==> config.mk <==
export PLATFORM = sky130hd
export DESIGN_NAME = uers_top
export DESIGN_NICKNAME = d
export VERILOG_FILES = /design/src/uers_pkg.sv /design/src/uers_axil.sv /design/src/uers_top.sv
export SDC_FILE = /design/constraint.sdc
export NUM_CORES = 1
export LEC_CHECK = 0
export ABC_AREA = 1
export CORE_MARGIN = 5
export CORE_UTILIZATION = 50
export CTS_BUF_LIST = sky130_fd_sc_hd__clkbuf_2 sky130_fd_sc_hd__clkbuf_4 sky130_fd_sc_hd__clkbuf_8
export DETAILED_ROUTE_END_ITERATION = 10
export DONT_BUFFER_PORTS = 1
export HOLD_SLACK_MARGIN = 0.1
export PLACE_DENSITY_LB_ADDON = 0.08
export SLEW_MARGIN = 25
export SYNTH_ARGS = -nofsm -noshare
export SYNTH_HDL_FRONTEND = slang
export SYNTH_SLANG_ARGS = --single-unit
==> constraint.sdc <==
create_clock -name clock -period 2.35 [get_ports clock]
set_input_delay 0.3525 -clock clock [delete_from_list [all_inputs] [get_ports clock]]
set_output_delay 0.3525 -clock clock [all_outputs]
set_load 0.01 [all_outputs]
==> src/uers_pkg.sv <==
// Register map, field layout and carrier types of the endpoint reset/status block
package uers_pkg;

    // ------------------------------------------------------------------
    // Register offsets
    // ------------------------------------------------------------------
    localparam logic [31:0] ADDR_ENDPOINT_FIFO_RESET      = 32'hfffa4028;
    localparam logic [31:0] ADDR_ENDPOINT_CONTROL_STATUS  = 32'hfffa402c;
    localparam logic [31:0] ADDR_STRIDE                   = 32'h00000004;

    // ------------------------------------------------------------------
    // Control/status field positions
    // ------------------------------------------------------------------
    localparam int BIT_TRANSMIT_COMPLETE = 0;
    localparam int BIT_RECEIVE_BANK0     = 1;
    localparam int BIT_SETUP_RECEIVED    = 2;
    localparam int BIT_STALL_ACK         = 3;
    localparam int BIT_TRANSMIT_READY    = 4;
    localparam int BIT_FORCE_STALL       = 5;
    localparam int BIT_RECEIVE_BANK1     = 6;
    localparam int BIT_DIRECTION         = 7;
    localparam int BIT_KIND_LSB          = 8;
    localparam int BIT_DATA_TOGGLE       = 11;
    localparam int BIT_ENABLE            = 15;
    localparam int BIT_COUNT_LSB         = 16;
    localparam int KIND_W                = 3;
    localparam int COUNT_W               = 11;

    // ------------------------------------------------------------------
    // Reset values and codes
    // ------------------------------------------------------------------
    localparam logic [KIND_W-1:0]  KIND_CONTROL   = 3'h0;
    localparam logic [1:0]         KIND_ISO_LOW   = 2'h1;
    localparam logic [COUNT_W-1:0] COUNT_RESET    = 11'h000;
    localparam logic [1:0]         RESP_OKAY      = 2'h0;
    localparam logic [1:0]         RESP_SLVERR    = 2'h2;
    localparam logic [31:0]        WORD_ZERO      = 32'h00000000;

    // ------------------------------------------------------------------
    // Carriers
    // ------------------------------------------------------------------
    // Per-endpoint events from the USB protocol engine, one-cycle pulses
    typedef struct packed {
        logic               in_acked;
        logic               rx_bank0;
        logic               rx_bank1;
        logic               setup_rx;
        logic               stall_acked;
        logic               crc_error;
        logic               tx_sent;
        logic               toggle_flip;
        logic [COUNT_W-1:0] rx_count;
    } uers_usb_ev_t;

    // Per-endpoint state back to the USB protocol engine
    typedef struct packed {
        logic              transmit_ready;
        logic              refuse_data_out;
        logic              data_toggle;
        logic              fifo_reset;
        logic              bank0_full;
        logic              bank1_full;
        logic              force_stall;
        logic              enable;
        logic              direction;
        logic [KIND_W-1:0] kind;
    } uers_ep_state_t;

endpackage

==> src/uers_axil.sv <==
// AXI4-Lite slave front end: one write and one read in flight
`timescale 1ns/1ps
module uers_axil (
    input  wire logic        clock,
    input  wire logic        sys_rst,
    input  wire logic [31:0] awaddr,
    input  wire logic        awvalid,
    output logic             awready,
    input  wire logic [31:0] wdata,
    input  wire logic [3:0]  wstrb,
    input  wire logic        wvalid,
    output logic             wready,
    output logic [1:0]       bresp,
    output logic             bvalid,
    input  wire logic        bready,
    input  wire logic [31:0] araddr,
    input  wire logic        arvalid,
    output logic             arready,
    output logic [31:0]      rdata,
    output logic [1:0]       rresp,
    output logic             rvalid,
    input  wire logic        rready,
    output logic             wr_take,
    output logic [31:0]      wr_addr,
    output logic [31:0]      wr_data,
    output logic [3:0]       wr_strb,
    input  wire logic        wr_ok,
    output logic             rd_take,
    input  wire logic [31:0] rd_data,
    input  wire logic        rd_ok
);

    // ------------------------------------------------------------------
    // Handshake decode
    // ------------------------------------------------------------------
    wire aw_hs = awvalid && awready;
    wire w_hs  = wvalid && wready;
    wire b_hs  = bvalid && bready;
    wire r_hs  = rvalid && rready;

    // Both halves held and no answer pending
    assign wr_take = !awready && !wready && !bvalid;
    assign rd_take = arvalid && arready;

    always_ff @(posedge clock) begin
        if (sys_rst) begin
            awready <= 1'b1;
            wready  <= 1'b1;
            bvalid  <= 1'b0;
            bresp   <= uers_pkg::RESP_OKAY;
            wr_addr <= uers_pkg::WORD_ZERO;
            wr_data <= uers_pkg::WORD_ZERO;
            wr_strb <= 4'h0;
        end else begin
            if (aw_hs) begin
                awready <= 1'b0;
                wr_addr <= awaddr;
            end
            if (w_hs) begin
                wready  <= 1'b0;
                wr_data <= wdata;
                wr_strb <= wstrb;
            end
            if (wr_take) begin
                bvalid <= 1'b1;
                bresp  <= wr_ok ? uers_pkg::RESP_OKAY : uers_pkg::RESP_SLVERR;
            end else if (b_hs) begin
                bvalid  <= 1'b0;
                awready <= 1'b1;
                wready  <= 1'b1;
            end
        end
    end

    always_ff @(posedge clock) begin
        if (sys_rst) begin
            arready <= 1'b1;
            rvalid  <= 1'b0;
            rdata   <= uers_pkg::WORD_ZERO;
            rresp   <= uers_pkg::RESP_OKAY;
        end else if (rd_take) begin
            arready <= 1'b0;
            rvalid  <= 1'b1;
            rdata   <= rd_ok ? rd_data : uers_pkg::WORD_ZERO;
            rresp   <= rd_ok ? uers_pkg::RESP_OKAY : uers_pkg::RESP_SLVERR;
        end else if (r_hs) begin
            arready <= 1'b1;
            rvalid  <= 1'b0;
        end
    end

endmodule

==> src/uers_top.sv <==
// Endpoint reset and control/status flags of a full-speed USB device port
//
// Implementation choice: register access over AXI4-Lite.
`timescale 1ns/1ps

// What this block does
// - Endpoint reset bit clears that endpoint's FIFO and received byte count.
// - Endpoint reset bit returns the data toggle to DATA0.
// - While reset bit is 1, FIFO pointers and byte count stay zero; flags untouched.
// - Host IN acknowledge sets transmit-complete; writing 0 clears, 1 does nothing.
// - Packet stored in bank 0 sets bank-0 flag; writing 1 leaves it.
// - Valid setup packet sets setup flag; writing 0 clears, 1 does nothing.
// - While setup flag is set, following Data OUT transactions are refused.
// - Acknowledged STALL sets stall flag on non-isochronous endpoints; write 0 clears.
// - On isochronous endpoints the same flag reports a CRC error.
// - Endpoint interrupt status stays set until every causing flag is cleared.
// - Firmware sets transmit-ready after loading data; device clears it once sent.
module uers_top #(
    parameter int NUM_EP = 6
) (
    input  wire logic                                clock,
    input  wire logic                                sys_rst,
    input  wire logic [31:0]                         awaddr,
    input  wire logic                                awvalid,
    output logic                                     awready,
    input  wire logic [31:0]                         wdata,
    input  wire logic [3:0]                          wstrb,
    input  wire logic                                wvalid,
    output logic                                     wready,
    output logic [1:0]                               bresp,
    output logic                                     bvalid,
    input  wire logic                                bready,
    input  wire logic [31:0]                         araddr,
    input  wire logic                                arvalid,
    output logic                                     arready,
    output logic [31:0]                              rdata,
    output logic [1:0]                               rresp,
    output logic                                     rvalid,
    input  wire logic                                rready,
    input  wire uers_pkg::uers_usb_ev_t [NUM_EP-1:0] usb_ev,
    output uers_pkg::uers_ep_state_t [NUM_EP-1:0]    ep_state,
    output logic [NUM_EP-1:0]                        endpoint0_interrupt_status
);

    // ------------------------------------------------------------------
    // Helpers
    // ------------------------------------------------------------------
    // Byte-lane merge of a write onto the current word
    function automatic logic [31:0] lane_merge(
        input logic [31:0] cur,
        input logic [31:0] nw,
        input logic [3:0]  strb
    );
        logic [31:0] res;
        res = cur;
        for (int b = 0; b < 4; b++) begin
            if (strb[b]) begin
                res[8*b +: 8] = nw[8*b +: 8];
            end
        end
        return res;
    endfunction

    // Flag that hardware sets and a write clears; the set wins
    function automatic logic sticky(
        input logic cur,
        input logic set,
        input logic clr
    );
        return set | (cur & ~clr);
    endfunction

    // Byte address of one endpoint's control/status word
    function automatic logic [31:0] csr_addr(input int idx);
        return uers_pkg::ADDR_ENDPOINT_CONTROL_STATUS
             + uers_pkg::ADDR_STRIDE * 32'(idx);
    endfunction

    // ------------------------------------------------------------------
    // Bus front end
    // ------------------------------------------------------------------
    logic        wr_take;
    logic [31:0] wr_addr;
    logic [31:0] wr_data;
    logic [3:0]  wr_strb;
    logic        wr_ok;
    logic        rd_take;
    logic [31:0] rd_data;
    logic        rd_ok;

    uers_axil u_axil (
        .clock   (clock),
        .sys_rst (sys_rst),
        .awaddr  (awaddr),
        .awvalid (awvalid),
        .awready (awready),
        .wdata   (wdata),
        .wstrb   (wstrb),
        .wvalid  (wvalid),
        .wready  (wready),
        .bresp   (bresp),
        .bvalid  (bvalid),
        .bready  (bready),
        .araddr  (araddr),
        .arvalid (arvalid),
        .arready (arready),
        .rdata   (rdata),
        .rresp   (rresp),
        .rvalid  (rvalid),
        .rready  (rready),
        .wr_take (wr_take),
        .wr_addr (wr_addr),
        .wr_data (wr_data),
        .wr_strb (wr_strb),
        .wr_ok   (wr_ok),
        .rd_take (rd_take),
        .rd_data (rd_data),
        .rd_ok   (rd_ok)
    );

    // ------------------------------------------------------------------
    // Address decode
    // ------------------------------------------------------------------
    logic [NUM_EP-1:0] ep_reset;
    logic [NUM_EP-1:0] csr_wr_hit;
    logic [NUM_EP-1:0] csr_rd_hit;
    logic [31:0]       csr_word [NUM_EP];

    wire rst_wr_hit = (wr_addr == uers_pkg::ADDR_ENDPOINT_FIFO_RESET);
    wire rst_rd_hit = (araddr == uers_pkg::ADDR_ENDPOINT_FIFO_RESET);
    wire [31:0] rst_word = {{(32 - NUM_EP){1'b0}}, ep_reset};
    wire [31:0] rst_merged = lane_merge(rst_word, wr_data, wr_strb);

    assign wr_ok = rst_wr_hit || (|csr_wr_hit);
    assign rd_ok = rst_rd_hit || (|csr_rd_hit);

    always_comb begin
        rd_data = rst_rd_hit ? rst_word : uers_pkg::WORD_ZERO;
        for (int i = 0; i < NUM_EP; i++) begin
            if (csr_rd_hit[i]) begin
                rd_data = csr_word[i];
            end
        end
    end

    // ------------------------------------------------------------------
    // Endpoint reset register
    // ------------------------------------------------------------------
    always_ff @(posedge clock) begin
        if (sys_rst) begin
            ep_reset <= '0;
        end else if (wr_take && rst_wr_hit) begin
            ep_reset <= rst_merged[NUM_EP-1:0];
        end
    end

    // ------------------------------------------------------------------
    // Per-endpoint flags
    // ------------------------------------------------------------------
    for (genvar g = 0; g < NUM_EP; g++) begin : g_ep
        logic                          transmit_complete_flag;
        logic                          bank0;
        logic                          bank1;
        logic                          setup;
        logic                          stall;
        logic                          txrdy;
        logic                          fstall;
        logic                          dir;
        logic                          toggle;
        logic                          enable;
        logic                          fifo_rst;
        logic                          irq;
        logic [uers_pkg::KIND_W-1:0]   kind;
        logic [uers_pkg::COUNT_W-1:0]  count;
        logic                          next_transmit_complete_flag;
        logic                          next_bank0;
        logic                          next_bank1;
        logic                          next_setup;
        logic                          next_stall;
        logic                          next_txrdy;

        wire        hit = wr_take && csr_wr_hit[g];
        wire [31:0] wd  = lane_merge(csr_word[g], wr_data, wr_strb);
        wire        iso = (kind[1:0] == uers_pkg::KIND_ISO_LOW);
        wire        is_ctrl = (kind == uers_pkg::KIND_CONTROL);
        wire        rx_any = ((usb_ev[g].rx_bank0 | usb_ev[g].rx_bank1) & ~setup)
                           | usb_ev[g].setup_rx;

        assign csr_wr_hit[g] = (wr_addr == csr_addr(g));
        assign csr_rd_hit[g] = (araddr == csr_addr(g));

        assign csr_word[g] = {
            5'h00,
            count,
            is_ctrl | enable,
            3'h0,
            toggle,
            kind,
            dir,
            bank1,
            fstall,
            txrdy,
            stall,
            setup,
            bank0,
            transmit_complete_flag
        };

        // IN ack sets, write 0 clears
        assign next_transmit_complete_flag = sticky(transmit_complete_flag, usb_ev[g].in_acked,
                                    hit && !wd[uers_pkg::BIT_TRANSMIT_COMPLETE]);
        // bank 0 filled, write 1 keeps
        assign next_bank0 = sticky(bank0, usb_ev[g].rx_bank0 && !setup,
                                   hit && !wd[uers_pkg::BIT_RECEIVE_BANK0]);
        assign next_bank1 = sticky(bank1, usb_ev[g].rx_bank1 && !setup,
                                   hit && !wd[uers_pkg::BIT_RECEIVE_BANK1]);
        assign next_setup = sticky(setup, usb_ev[g].setup_rx,
                                   hit && !wd[uers_pkg::BIT_SETUP_RECEIVED]);
        assign next_stall = sticky(stall,
                                   iso ? usb_ev[g].crc_error : usb_ev[g].stall_acked,
                                   hit && !wd[uers_pkg::BIT_STALL_ACK]);
        assign next_txrdy = sticky(txrdy, hit && wd[uers_pkg::BIT_TRANSMIT_READY],
                                   usb_ev[g].tx_sent
                                   || (hit && !wd[uers_pkg::BIT_TRANSMIT_READY]));

        always_ff @(posedge clock) begin
            if (sys_rst) begin
                transmit_complete_flag <= 1'b0;
                bank0  <= 1'b0;
                bank1  <= 1'b0;
                setup  <= 1'b0;
                stall  <= 1'b0;
                txrdy  <= 1'b0;
                irq    <= 1'b0;
            end else begin
                transmit_complete_flag <= next_transmit_complete_flag;
                bank0  <= next_bank0;
                bank1  <= next_bank1;
                setup  <= next_setup;
                stall  <= next_stall;
                txrdy  <= next_txrdy;
                irq    <= next_transmit_complete_flag | next_bank0 | next_bank1
                        | next_setup | next_stall;
            end
        end

        // Configuration fields
        always_ff @(posedge clock) begin
            if (sys_rst) begin
                fstall <= 1'b0;
                dir    <= 1'b0;
                enable <= 1'b0;
                kind   <= uers_pkg::KIND_CONTROL;
            end else if (hit) begin
                fstall <= wd[uers_pkg::BIT_FORCE_STALL];
                dir    <= wd[uers_pkg::BIT_DIRECTION];
                enable <= wd[uers_pkg::BIT_ENABLE];
                kind   <= wd[uers_pkg::BIT_KIND_LSB +: uers_pkg::KIND_W];
            end
        end

        // Toggle, byte count and FIFO pointer reset
        always_ff @(posedge clock) begin
            if (sys_rst) begin
                toggle   <= 1'b0;
                count    <= uers_pkg::COUNT_RESET;
                fifo_rst <= 1'b0;
            end else begin
                fifo_rst <= ep_reset[g];
                if (ep_reset[g]) begin
                    count <= uers_pkg::COUNT_RESET;
                end else if (rx_any) begin
                    count <= usb_ev[g].rx_count;
                end
                if (ep_reset[g]) begin
                    toggle <= 1'b0;
                end else if (usb_ev[g].toggle_flip) begin
                    toggle <= ~toggle;
                end
            end
        end

        assign ep_state[g].refuse_data_out = setup;
        assign ep_state[g].transmit_ready  = txrdy;
        assign ep_state[g].data_toggle     = toggle;
        assign ep_state[g].fifo_reset      = fifo_rst;
        assign ep_state[g].bank0_full      = bank0;
        assign ep_state[g].bank1_full      = bank1;
        assign ep_state[g].force_stall     = fstall;
        assign ep_state[g].enable          = enable;
        assign ep_state[g].direction       = dir;
        assign ep_state[g].kind            = kind;
        assign endpoint0_interrupt_status[g] = irq;
    end

endmodule

Word-level counts from Yosys, hierarchy flattened
Index checks and enable logic that the tools add are counted.
- $add $sub $neg: 0
- multiply operators: 0
- divide/modulo/power cells: 0
- order comparisons: 0
- equality and inequality tests: 20
- shift-type cells: 0
- multiplexer cells: 40
- bitwise operators: 168
- reductions and logical operators: 150
- operator list (operator ; count):
    $eq A32 B32 Y1 const B ; 14
    $mux W32 ; 5
    $or A1 B1 Y1 ; 78
    $logic_and A1 B1 Y1 ; 68
    $mux W27 ; 2
    $mux W8 ; 6
    $not A1 Y1 ; 48
    $logic_not A1 Y1 ; 45
    $and A1 B1 Y1 ; 42
    $mux W7 ; 6
    $reduce_and A2 Y1 ; 13
    $logic_not A3 Y1 ; 6
    $mux W1 ; 18
    $eq A2 B1 Y1 const B ; 6
    $reduce_or A2 Y1 ; 6
    $reduce_or A6 Y1 ; 2
    $logic_or A1 B1 Y1 ; 8
    $mux W6 ; 1
    $mux W2 ; 2
    $reduce_bool A2 Y1 ; 2
- register bits after elaboration: 253
- bits in latches: 0
- memory bits (writable): 0
- bits in read-only memories: 0
- memories kept: 0

Depth between registers and ports, before layout
Gate-level depths: netlist of run 1.
- depth after elaboration: 12
- depth in mapped cells: 16
- gate-level depth less buffers: 14

By module
From an unflattened synthesis of run 1, not the netlist that was laid out.
- cell total of the unflattened synthesis: 1964
- area total of the unflattened synthesis: 13530.5 sq um
- modules (own cells, without submodules) (module ; instances ; cells each ; area an instance (sq um) ; sequential area each (sq um)):
    uers_top ; 1 ; 1423 ; 9472.8 ; 3243.1
    uers_axil ; 1 ; 541 ; 4057.6 ; 2142.1

Worst setup path before layout of run 1
OpenSTA, ideal clock, no wires.
- path type: flip-flop to flip-flop
- start point: register u_axil.bvalid
- end point: register g_ep[5].irq
- arrival time: 1.599 ns
- data required time: 2.214 ns
- setup slack: 0.615 ns
- stages on the path, launching flop included: 10
- path buffers: 1
- clock period less this slack: 1.735 ns
- path through: dfxtp_1 > nor3_1 > clkbuf_1 > nand3_1 > inv_1 > nand2_1 > a21oi_1 > nand3_1 > nor2_1 > nor2_1
- cells in the longest elaborated chain, start to end: 11
- elaborated cells on any way between the ends: 27
- those cells by class: 19 x bitwise; 8 x reduce/logical
- RTL lines (element ; line ; RTL):
    start, declared ; uers_axil.sv:14 ; output logic bvalid,
    start signal, assigned ; uers_axil.sv:49 ; bvalid <= 1'b0;
    start signal, assigned ; uers_axil.sv:65 ; bvalid <= 1'b1;
    start signal, assigned ; uers_axil.sv:68 ; bvalid <= 1'b0;
    $logic_not A1 Y1 * ; uers_axil.sv:42 ; assign wr_take = !awready && !wready && !bvalid;
    $logic_and A1 B1 Y1 * ; uers_axil.sv:42 ;
    $logic_and A1 B1 Y1 * ; uers_top.sv:182 ; wire hit = wr_take && csr_wr_hit[g];
    $logic_and A1 B1 Y1 (on tied branches) ; uers_top.sv:211, uers_top.sv:214 ;
    $not A1 Y1 ; uers_top.sv:70 ; return set | (cur & ~clr);
    $and A1 B1 Y1 ; uers_top.sv:70 ;
    $or A1 B1 Y1 ; uers_top.sv:70 ;
    $or A1 B1 Y1 (2 in series) ; uers_top.sv:242 ; irq <= next_transmit_complete_flag | next_bank0 | next_bank1
    $or A1 B1 Y1 ; uers_top.sv:243 ; | next_setup | next_stall;
    $or A1 B1 Y1 * ; uers_top.sv:243 ;
    end signal, assigned ; uers_top.sv:242 ;
    end, declared ; uers_top.sv:172 ; logic irq;
Every way passes the cells marked *; elsewhere a longest branch is shown, timed or not.
A chain may end at the register's enable or synchronous reset.

Worst setup path after layout of run 1
- start point: register u_axil.wr_addr[31]
- end point: register g_ep[4].dir
- cells in the longest elaborated chain, start to end: 3
- RTL lines (element ; line ; RTL):
    start, declared ; uers_axil.sv:24 ; output logic [31:0] wr_addr,
    start signal, assigned ; uers_axil.sv:51 ; wr_addr <= uers_pkg::WORD_ZERO;
    start signal, assigned ; uers_axil.sv:57 ; wr_addr <= awaddr;
    $eq A32 B32 Y1 ; uers_top.sv:189 ; assign csr_wr_hit[g] = (wr_addr == csr_addr(g));
    $logic_and A1 B1 Y1 ; uers_top.sv:182 ;
    $reduce_and A2 Y1 (no line) ; n/a ;
    end signal, assigned ; uers_top.sv:256 ; dir <= wd[uers_pkg::BIT_DIRECTION];
    end, declared ; uers_top.sv:168 ; logic dir;
Every way passes these cells.

==> reports/qor.yml, run 1 <==
status:
  status: "finished, final reports clean"
critical_path:
  critPathMaxFanout: 5
  endpoint_kind: "flop"
  worst_setup_path_start_kind: "flop"
  crit_required_ns: 2.77
  critical_path_class: "flop to flop"
  crit_arrival_ns: 2.59
final_layout:
  multi_input_area_um2: 5482
  nNetsFinal: 2019
  layout.area.seq_um2: 4785
  fin_cells: 2149
  fillerInstances: 2198
  drive_gt1_share_pct: 10.55
  diodes: 0
  area_delta_synth_final_pct: 18.77
floorplan:
  rows: 56
  core_region_area_um2: 23330
  initial_core_util_pct: 50.48
  io_pins: 340
  dieWidth_um: 163.5
  die_y_um: 163.5
  die_area_um2: 26720
detailed_routing:
  highest_layer: "met4"
  met2WireLength_mm: 17.41
  drc: 0
  wl_mm: 38.77
  met1_length_mm: 16.66
  via_per_inst: 5.259
  drtIter0Drc: 866
  ant_nets: 0
  wl_met3_mm: 3.777
  firstDrtPassIters: 5
  via_count: 11301
  wl_per_cell_um: 18.04
synth:
  synth.most_common_cell: "nand2_1"
  yosysSeqAreaShare_pct: 40.62
  synth_edf_count: 0
  yosys_register_bits: 239
  syn_area_um2: 11780
  yosys_warnings: 0
  synth_ff_type: "dfxtp_1"
  synth_area_leader_cell: "dfxtp_1"
  syn_inst: 1723
  synth_commonest_cells: "315 x nand2_1, 306 x nor2_1, 239 x dfxtp_1"
  synth_top_area_share_pct: 40.62
  synth.avg_cell_area_um2: 6.835
  synthTopCellsByArea: "dfxtp_1 41%, nand2_1 10%, nor2_1 9.8%"
  async_flop_share_pct: 0
  ys_types: 40
clock_tree:
  h-tree-depth: 2
  cts_setup_buffers: 0
  cts-root-buf: "clkbuf_8"
  cts_buffers: 42
  path_clk_slew_ns: 0.06
  cts_tree: "yes"
  cts_max_path_buffers: 3
  cts_sinks: 239
  insertion_delay_ns: 0.54
worst_hold_path:
  hold_path_class: "input port to flop"
sta:
  fmax_mhz: 462.0
  period_minus_slack_ns: 2.164
  relSlewSlack_pct: 58.04
  worstMarginPinSlew_ns: 0.6279
  setup_ws_ns: 0.1855
  rsz0062_at_grt: "no"
  fin_crit_sh_pct: 92.10
  finalHoldViolCount: 0
  slew_viol_final: 0
  fin_skew_ns: 0.01840
  setup_viol: 0
  fin_tns_setup_ns: 0
placed_design:
  place_congestion: 0.9001
  port_buffers: 0
  dp_hpwl_mm: 27.75
  dp.cells: 1923
  dp_slack_ns: 0.1799
global_routing:
  grt_pass1_wl_mm: 59.07
  antenna_found_initial: 0
  grt_use_total_pct: 27.80
  grt_pass1_vias: 10740
  grt-ovfl-total: 0
  grt_max_degree: 95
job:
  drv_cap: 0
power_and_ir_drop:
  power_mw: 9.609
  vdd_drop_max_uv: 465.6
  p_per_area_nw_per_um2: 686.9
  leakagePower_nw: 5.744
[where the power goes]
| group | switching, mW | leakage, nW | internal [mW] |
|---|---|---|---|
| Combinational | 0.511 | 3.28 | 0.385 |
| Clock | 1.74 | 0.496 | 2.50 |
| Sequential | 0.199 | 1.97 | 4.27 |
| Total | 2.45 | 5.74 | 7.15 |
[final timing paths]
| path | to | startpoint | cells past startpoint | slack [ns] |
|---|---|---|---|---|
| min reg2reg | u_axil.wr_addr[13] | u_axil.wr_addr[13] | 2 | 0.46 |
| min | g_ep[4].count[3] | sys_rst | 3 | 0.13 |
| max | g_ep[4].dir | u_axil.wr_addr[31] | 9 | 0.19 |
| max reg2reg | g_ep[4].dir | u_axil.wr_addr[31] | 9 | 0.19 |
[kinds of logic after synthesis]
logic type	after synthesis	share of synthesized area, %
compound gates	380	17.32
flops	239	40.62
buf+inv	310	13.16
xor+xnor	6	0.4462
simple gates	784	28.13
mux	3	0.2868
other cells	1	0.03184
[final cells by class]
type                       instances  area share, %
multi-input combinational       1183          39.19
sequential                       239          34.20
timing repair buffer             184          13.04
clock buffer                      68          6.020
inverter                         148          3.971
tap                              319          2.853
clock inverter                     8         0.7245
[repair_timing]
item,in CTS,in global routing
endpoints found under the setup margin,0,2
endpoints found under the hold margin,216,0
gates resized for setup,0,2
hold buffers,150,0
[sequential cells by signal, indices dropped and copies added (netlist names), 12 cells and up]
name	count
g_ep.count	66
g_ep.kind	18
u_axil.rdata	24
u_axil.wr_addr	32
u_axil.wr_data	12
[cell usage in the layout, fill, tap and decap left out, types with 5 or more instances in the layout]
cell type and n:
nand2_1 315, nor2_1 304, dfxtp_1 239, o21ai_0 161, a21oi_1 158, dlygate4sd3_1 149, inv_1 142, nand3_1 64
clkbuf_8 53, nor2_2 30, buf_4 30, o22ai_1 22, nor3_1 21, a21oi_2 20, nand4_1 15, clkbuf_4 15
conb_1 10, or2_2 7, or2_0 6, xnor2_1 6, inv_2 5, nor2_4 5, nand2_2 5
[worst max-delay path: stages (launching register included)]
cell,delay (ns)
dfxtp_1,0.37
nand2_1,0.07
nor4_1,0.39
nand2_1,0.21
nor2_1,0.25
nand2_1,0.08
nor2_1,0.31
nand2_1,0.15
o21ai_0,0.17
nor2_1,0.05
[through the flow]
stage | utilization [%] | hold WS (ns) | instance area [µm²]
4_1_cts | 59.93 | 0.1047 | 13980
3_5_place_dp | 49.38 | 0.4381 | 11520
5_1_grt | 59.95 | 0.1295 | 13990
3_3_place_gp | 49.38 | 0.4321 | 11520
6_report | 59.95 | 0.1299 | 13990
2_1_floorplan | - | 0.4290 | 11810
[layer usage]
| layer | vias to the layer above | GRT usage [%] |
|---|---|---|
| li1 | 5613 | - |
| met2 | 468 | 44.72 |
| met3 | 62 | 8.024 |
| met4 | 0 | 8.159 |
| met5 | - | 0 |
| met1 | 5158 | 36.44 |
Power figures use the tool's default switching activity.
==> run 2: changes to the inputs <==
--- a/config.mk
+++ b/config.mk
@@ -7,7 +7,7 @@
 export LEC_CHECK = 0
 export ABC_AREA = 1
 export CORE_MARGIN = 5
-export CORE_UTILIZATION = 50
+export CORE_UTILIZATION = 30
 export CTS_BUF_LIST = sky130_fd_sc_hd__clkbuf_2 sky130_fd_sc_hd__clkbuf_4 sky130_fd_sc_hd__clkbuf_8
 export DETAILED_ROUTE_END_ITERATION = 10
 export DONT_BUFFER_PORTS = 1
==> run 2 against run 1 <==
Combinational power increased by 3.2%. Critical path depth decreased by 2. Routed wire length increased by 14%. Critical endpoint is now g_ep[4].irq. Highest routed layer unchanged. Clock-buffer cell count increased by 10. Register-to-register slack got worse by 0.02 ns. Total power increased by 7.6%. Sequential power about the same. Die area increased by 62%. Critical path type unchanged. First-iteration DRC count decreased by 19%. Final area increased by 5.1%.
==> reports/qor.yml, run 2 (same netlist as run 1, synthesis figures left out) <==
status:
  status: "finished, final reports clean"
sta:
  fin_tns_setup_ns: 0
  fin_crit_sh_pct: 92.85
  relSlewSlack_pct: 51.56
  slew_viol_final: 0
  fin_skew_ns: 0.02738
  rsz0062_at_grt: "no"
  period_minus_slack_ns: 2.182
  finalHoldViolCount: 0
  setup_viol: 0
  fmax_mhz: 458.3
  worstMarginPinSlew_ns: 0.7248
placed_design:
  place_congestion: 0.8371
  dp_hpwl_mm: 33.97
  port_buffers: 0
critical_path:
  critical_path_class: "flop to flop"
  crit_arrival_ns: 2.64
  crit_start: "g_ep[4].kind[0]"
  endpoint_kind: "flop"
  r2r_cells: 7
  worst_setup_path_start_kind: "flop"
  rr_endpoint: "g_ep[4].irq"
  critPathMaxFanout: 5
  r2r_start: "g_ep[4].kind[0]"
  reg2reg_slack_ns: 0.17
  worstSetupEndpoint: "g_ep[4].irq"
  crit_required_ns: 2.81
floorplan:
  core_region_area_um2: 38740
  rows: 72
  initial_core_util_pct: 30.40
  die_area_um2: 43320
  dieWidth_um: 208.1
  io_pins: 340
  die_y_um: 208.1
global_routing:
  gr-max-usage-layer: "met2"
  grt_max_degree: 101
  grt-ovfl-total: 0
  use_met1_pct: 27.20
  use_met2_pct: 30.49
  grt_pass1_vias: 10695
  antenna_found_initial: 1
  grt_pass1_wl_mm: 66.73
  grt_use_total_pct: 19.68
  use_met3_pct: 5.648
final_layout:
  drive_gt1_share_pct: 12.13
  area_delta_synth_final_pct: 24.77
  fin_util_pct: 37.94
  largest-register: "g_ep.count"
  layout_common_cells: "315 x nand2_1, 304 x nor2_1, 238 x dfxtp_1"
  multi_input_area_um2: 5490
  final_common_cell: "nand2_1"
  layout.area.seq_um2: 4786
  largestRegisters: "g_ep.count x66, u_axil.wr_addr x32, u_axil.rdata x24"
  fillerInstances: 4137
  nNetsFinal: 2056
  largest_register_ffs: 66
clock_tree:
  cts_tree: "yes"
  cts-root-buf: "clkbuf_8"
  cts_setup_buffers: 0
  path_clk_slew_ns: 0.06
  cts_sinks: 239
  h-tree-depth: 2
  insertion_delay_ns: 0.61
  cts_max_path_buffers: 3
  cts_buffers: 47
power_and_ir_drop:
  p_per_area_nw_per_um2: 703.7
  leakagePower_nw: 5.974
  vdd_drop_max_uv: 425.4
worst_hold_path:
  min_from: "usb_ev[52]"
  hold_path_class: "input port to flop"
detailed_routing:
  drc: 0
  firstDrtPassIters: 5
  via_per_inst: 4.680
  wl_per_cell_um: 18.57
  wl_mm: 44.39
  ant_nets: 0
  via_count: 11185
  drtIter0Drc: 700
job:
  drv_cap: 0
-- run 2: area by class of cell --
type | count | share of cell area, %
flip-flops and latches | 239 | 32.57
well taps | 518 | 4.410
clock buffers | 78 | 6.752
multi-input cells | 1183 | 37.36
repair buffers | 216 | 14.32
inverters | 148 | 3.780
diodes | 1 | 0.01703
clock inverters | 7 | 0.7918
-- run 2: critical path: stages (launching register included) --
cell and delay (ns):
dfxtp_1 0.54, nand2_1 0.10, mux2_2 0.29, dlygate4sd3_1 0.58, a21oi_1 0.22, nand3_1 0.11, nor2_1 0.12, nor2_1 0.06
-- run 2: layer usage --
layer	wire (µm)	share of wire, %
met1	20910	47
met2	19510	44
met3	3302	7.4
met4	669	1.5
met5	0	0
-- run 2: how the worst min path moves through the flow --
| stage | end | slack (ns) | cells after the start |
|---|---|---|---|
| 2_1_floorplan | u_axil.wr_addr[8] | 0.43 | 2 |
| 3_3_place_gp | u_axil.wr_addr[0] | 0.44 | 2 |
| 3_5_place_dp | g_ep[0].toggle | 0.44 | 1 |
| 4_1_cts | g_ep[2].stall | 0.11 | 4 |
| 5_1_grt | g_ep[2].stall | 0.14 | 4 |
| 6_report | g_ep[2].stall | 0.15 | 4 |
-- run 2: metrics by stage --
step	instances	setup slack [ns]	instance area [µm²]	total power, mW	hold slack [ns]
floorplan	1732	0.6149	11810	5.075	0.4290
global placement	2143	0.1577	11940	5.227	0.4408
detailed placement	2143	0.1647	11940	5.233	0.4442
CTS	2389	0.1283	14680	10.54	0.1120
global route	2389	0.006601	14690	10.85	0.1383
finish	2390	0.1680	14700	10.34	0.1507
-- run 2: timing repair --
item	in CTS	in global routing
setup endpoints to repair	0	10
gates resized for setup	0	6
hold buffers	161	0
hold endpoints to repair	216	0
-- run 2: report_power, final --
part           switching, mW  internal [mW]  total [mW]
combinational          0.518          0.407       0.925
sequential             0.210           4.27        4.48
clock                   1.95           2.99        4.93
==> run 3: changes to the inputs <==
--- a/config.mk
+++ b/config.mk
@@ -5,7 +5,7 @@
 export SDC_FILE = /design/constraint.sdc
 export NUM_CORES = 1
 export LEC_CHECK = 0
-export ABC_AREA = 1
+export ABC_AREA = 0
 export CORE_MARGIN = 5
 export CORE_UTILIZATION = 30
 export CTS_BUF_LIST = sky130_fd_sc_hd__clkbuf_2 sky130_fd_sc_hd__clkbuf_4 sky130_fd_sc_hd__clkbuf_8
==> run 3 against run 2 <==
Critical path depth grew 2. Clock skew grew 0.0044 ns. Via count shrank 1.3%. Register-to-register slack lost 0.06 ns. Setup slack lost 0.064 ns. Fmax shrank 2.9%. Non-clock buffer count grew 72. Final area grew 3.1%. Synthesized area shrank 0.91%. Clock-buffer cell count shrank 1. Total power shrank 1.8%. Critical endpoint is now g_ep[0].irq. Highest routed layer is now met5.
==> reports/qor.yml, run 3 <==
critical_path:
  worst_setup_path_start_kind: "flop"
  reg2reg_slack_ns: 0.10
  critPathMaxFanout: 14
  critical_path_class: "flop to flop"
  r2r_cells: 9
  rr_endpoint: "g_ep[0].irq"
  endpoint_kind: "flop"
  crit_arrival_ns: 2.70
  crit_required_ns: 2.80
  r2r_start: "u_axil.wr_addr[8]"
detailed_routing:
  wl_per_cell_um: 23.96
  ant_nets: 0
  drtIter0Drc: 636
  wl_mm: 49.73
  firstDrtPassIters: 7
  via_per_inst: 5.316
  drc: 0
  via_count: 11036
sta:
  period_minus_slack_ns: 2.246
  fin_skew_ns: 0.03182
  fmax_mhz: 445.2
  relSlewSlack_pct: 59.41
  slew_viol_final: 0
  worstMarginPinSlew_ns: 0.6069
  rsz0062_at_grt: "no"
  setup_viol: 0
  fin_tns_setup_ns: 0
  fin_crit_sh_pct: 95.58
  finalHoldViolCount: 0
synth:
  synth.avg_cell_area_um2: 8.568
  synth_ff_type: "dfxtp_1"
  yosys_register_bits: 239
  yosysSeqAreaShare_pct: 41.00
  synth_top_area_share_pct: 41.00
  syn_area_um2: 11670
  async_flop_share_pct: 0
  synth_commonest_cells: "239 x dfxtp_1, 150 x nor2_1, 148 x nand2_1"
  yosys_warnings: 0
  synthTopCellsByArea: "dfxtp_1 41%, mux2i_1 7.1%, buf_4 5.7%"
  synth_area_leader_cell: "dfxtp_1"
  ys_types: 74
  syn_inst: 1362
  synth.most_common_cell: "dfxtp_1"
  synth_edf_count: 0
clock_tree:
  cts_sinks: 239
  cts_buffers: 47
  path_clk_slew_ns: 0.06
  h-tree-depth: 2
  cts-root-buf: "clkbuf_8"
  insertion_delay_ns: 0.61
  cts_tree: "yes"
  cts_max_path_buffers: 3
final_layout:
  fillerInstances: 4029
  largestRegisters: "g_ep.count x66, u_axil.wr_addr x32, u_axil.rdata x24"
  largest-register: "g_ep.count"
  largest_register_ffs: 66
  multi_input_area_um2: 5911
  drive_gt1_share_pct: 17.14
  final_common_cell: "dfxtp_1"
  area_delta_synth_final_pct: 29.88
  layout.area.seq_um2: 4786
  fin_cells: 2076
  diodes: 0
  nNetsFinal: 1744
  layout_common_cells: "238 x dfxtp_1, 169 x dlygate4sd3_1, 149 x nor2_1"
global_routing:
  grt_use_total_pct: 22.27
  grt-ovfl-total: 0
  antenna_found_initial: 0
  grt_pass1_vias: 11318
  grt_pass1_wl_mm: 74.09
  grt_max_degree: 118
worst_hold_path:
  hold_path_class: "input port to flop"
  min_from: "araddr[3]"
  min_delay_worst_endpoint: "u_axil.rdata[15]"
  holdPathStages: 3
floorplan:
  rows: 72
  die_area_um2: 42940
  io_pins: 340
  initial_core_util_pct: 30.27
  die_y_um: 207.2
  dieWidth_um: 207.2
  core_region_area_um2: 38560
status:
  status: "finished, final reports clean"
placed_design:
  dp_hpwl_mm: 36.91
  place_congestion: 0.8339
  dp.cells: 1819
  port_buffers: 0
power_and_ir_drop:
  p_per_area_nw_per_um2: 670.1
  leakagePower_nw: 5.637
  vdd_drop_max_uv: 366.7
job:
  drv_cap: 0
run 3: critical path: stages, from the launching register on:
cell     delay, ns
dfxtp_1       0.33
nor4b_4       0.30
buf_4         0.15
and4_1        0.24
buf_12        0.14
buf_4         0.20
nand4_1       0.17
buf_4         0.22
o22ai_1       0.19
a41oi_1       0.16
run 3: repair_timing:
action,4_1_cts,5_1_grt
endpoints found under the setup margin,18,18
hold buffers,170,0
resized for setup,8,11
hold endpoints to repair,221,0
buffers inserted,0,4
pin swaps,0,4
run 3: kinds of logic after synthesis:
logic type	Yosys count	share of synthesized area, %
flip-flops	239	41.00
multiplexers	84	7.216
AO/OA/AOI/OAI	305	19.46
AND/OR/NAND/NOR	523	22.27
buffers and inverters	204	9.574
XOR/XNOR	6	0.4503
other	1	0.03213
run 3: layout make-up:
class	count	area share (%)
multi-input cells	928	39.00
flip-flops and latches	239	31.58
repair buffers	288	17.68
clock buffers	77	6.538
well taps	518	4.276
inverters	19	0.4705
clock inverters	7	0.4623
run 3: layer usage:
layer  GRT usage [%]  part of all wire, %  vias to the layer above
met5          0.7786                 0.10                        -
met4           7.752                  3.1                        2
met3           6.393                  7.3                       77
met2           38.22                   49                      366
met1           26.67                   41                     5368
li1                -                    -                     5223
run 3: worst max path at each step:
| stage | from | to | slack (ns) | cells after the start |
|---|---|---|---|---|
| 4_1_cts | araddr[9] | u_axil.rdata[5] | 0.02 | 8 |
| 2_1_floorplan | araddr[1] | u_axil.rdata[21] | 0.01 | 8 |
| 6_report | u_axil.wr_addr[8] | g_ep[0].irq | 0.10 | 9 |
| 5_1_grt | u_axil.wr_addr[8] | g_ep[0].irq | 0.0006 | 9 |
| 3_5_place_dp | u_axil.wr_addr[8] | g_ep[3].irq | -0.27 | 6 |
| 3_3_place_gp | u_axil.wr_addr[8] | g_ep[3].irq | -0.29 | 6 |
run 3: stage by stage:
step | area [µm²] | worst slack [ns] | hold slack [ns] | power [mW] | utilization [%]
floorplan | 11700 | 0.01011 | 0.4281 | 5.036 | -
global placement | 12270 | -0.2946 | 0.4391 | 5.233 | 31.82
detailed placement | 12270 | -0.2699 | 0.4424 | 5.241 | 31.82
CTS | 15080 | 0.01982 | 0.1045 | 10.32 | 39.12
global route | 15160 | 0.0006153 | 0.1754 | 10.60 | 39.31
finish | 15160 | 0.1038 | 0.1376 | 10.16 | 39.31
run 3: power breakdown:
part,internal (mW),switching (mW),total [mW]
Clock,2.77,1.93,4.70
Combinational,0.479,0.506,0.985
Sequential,4.25,0.222,4.47
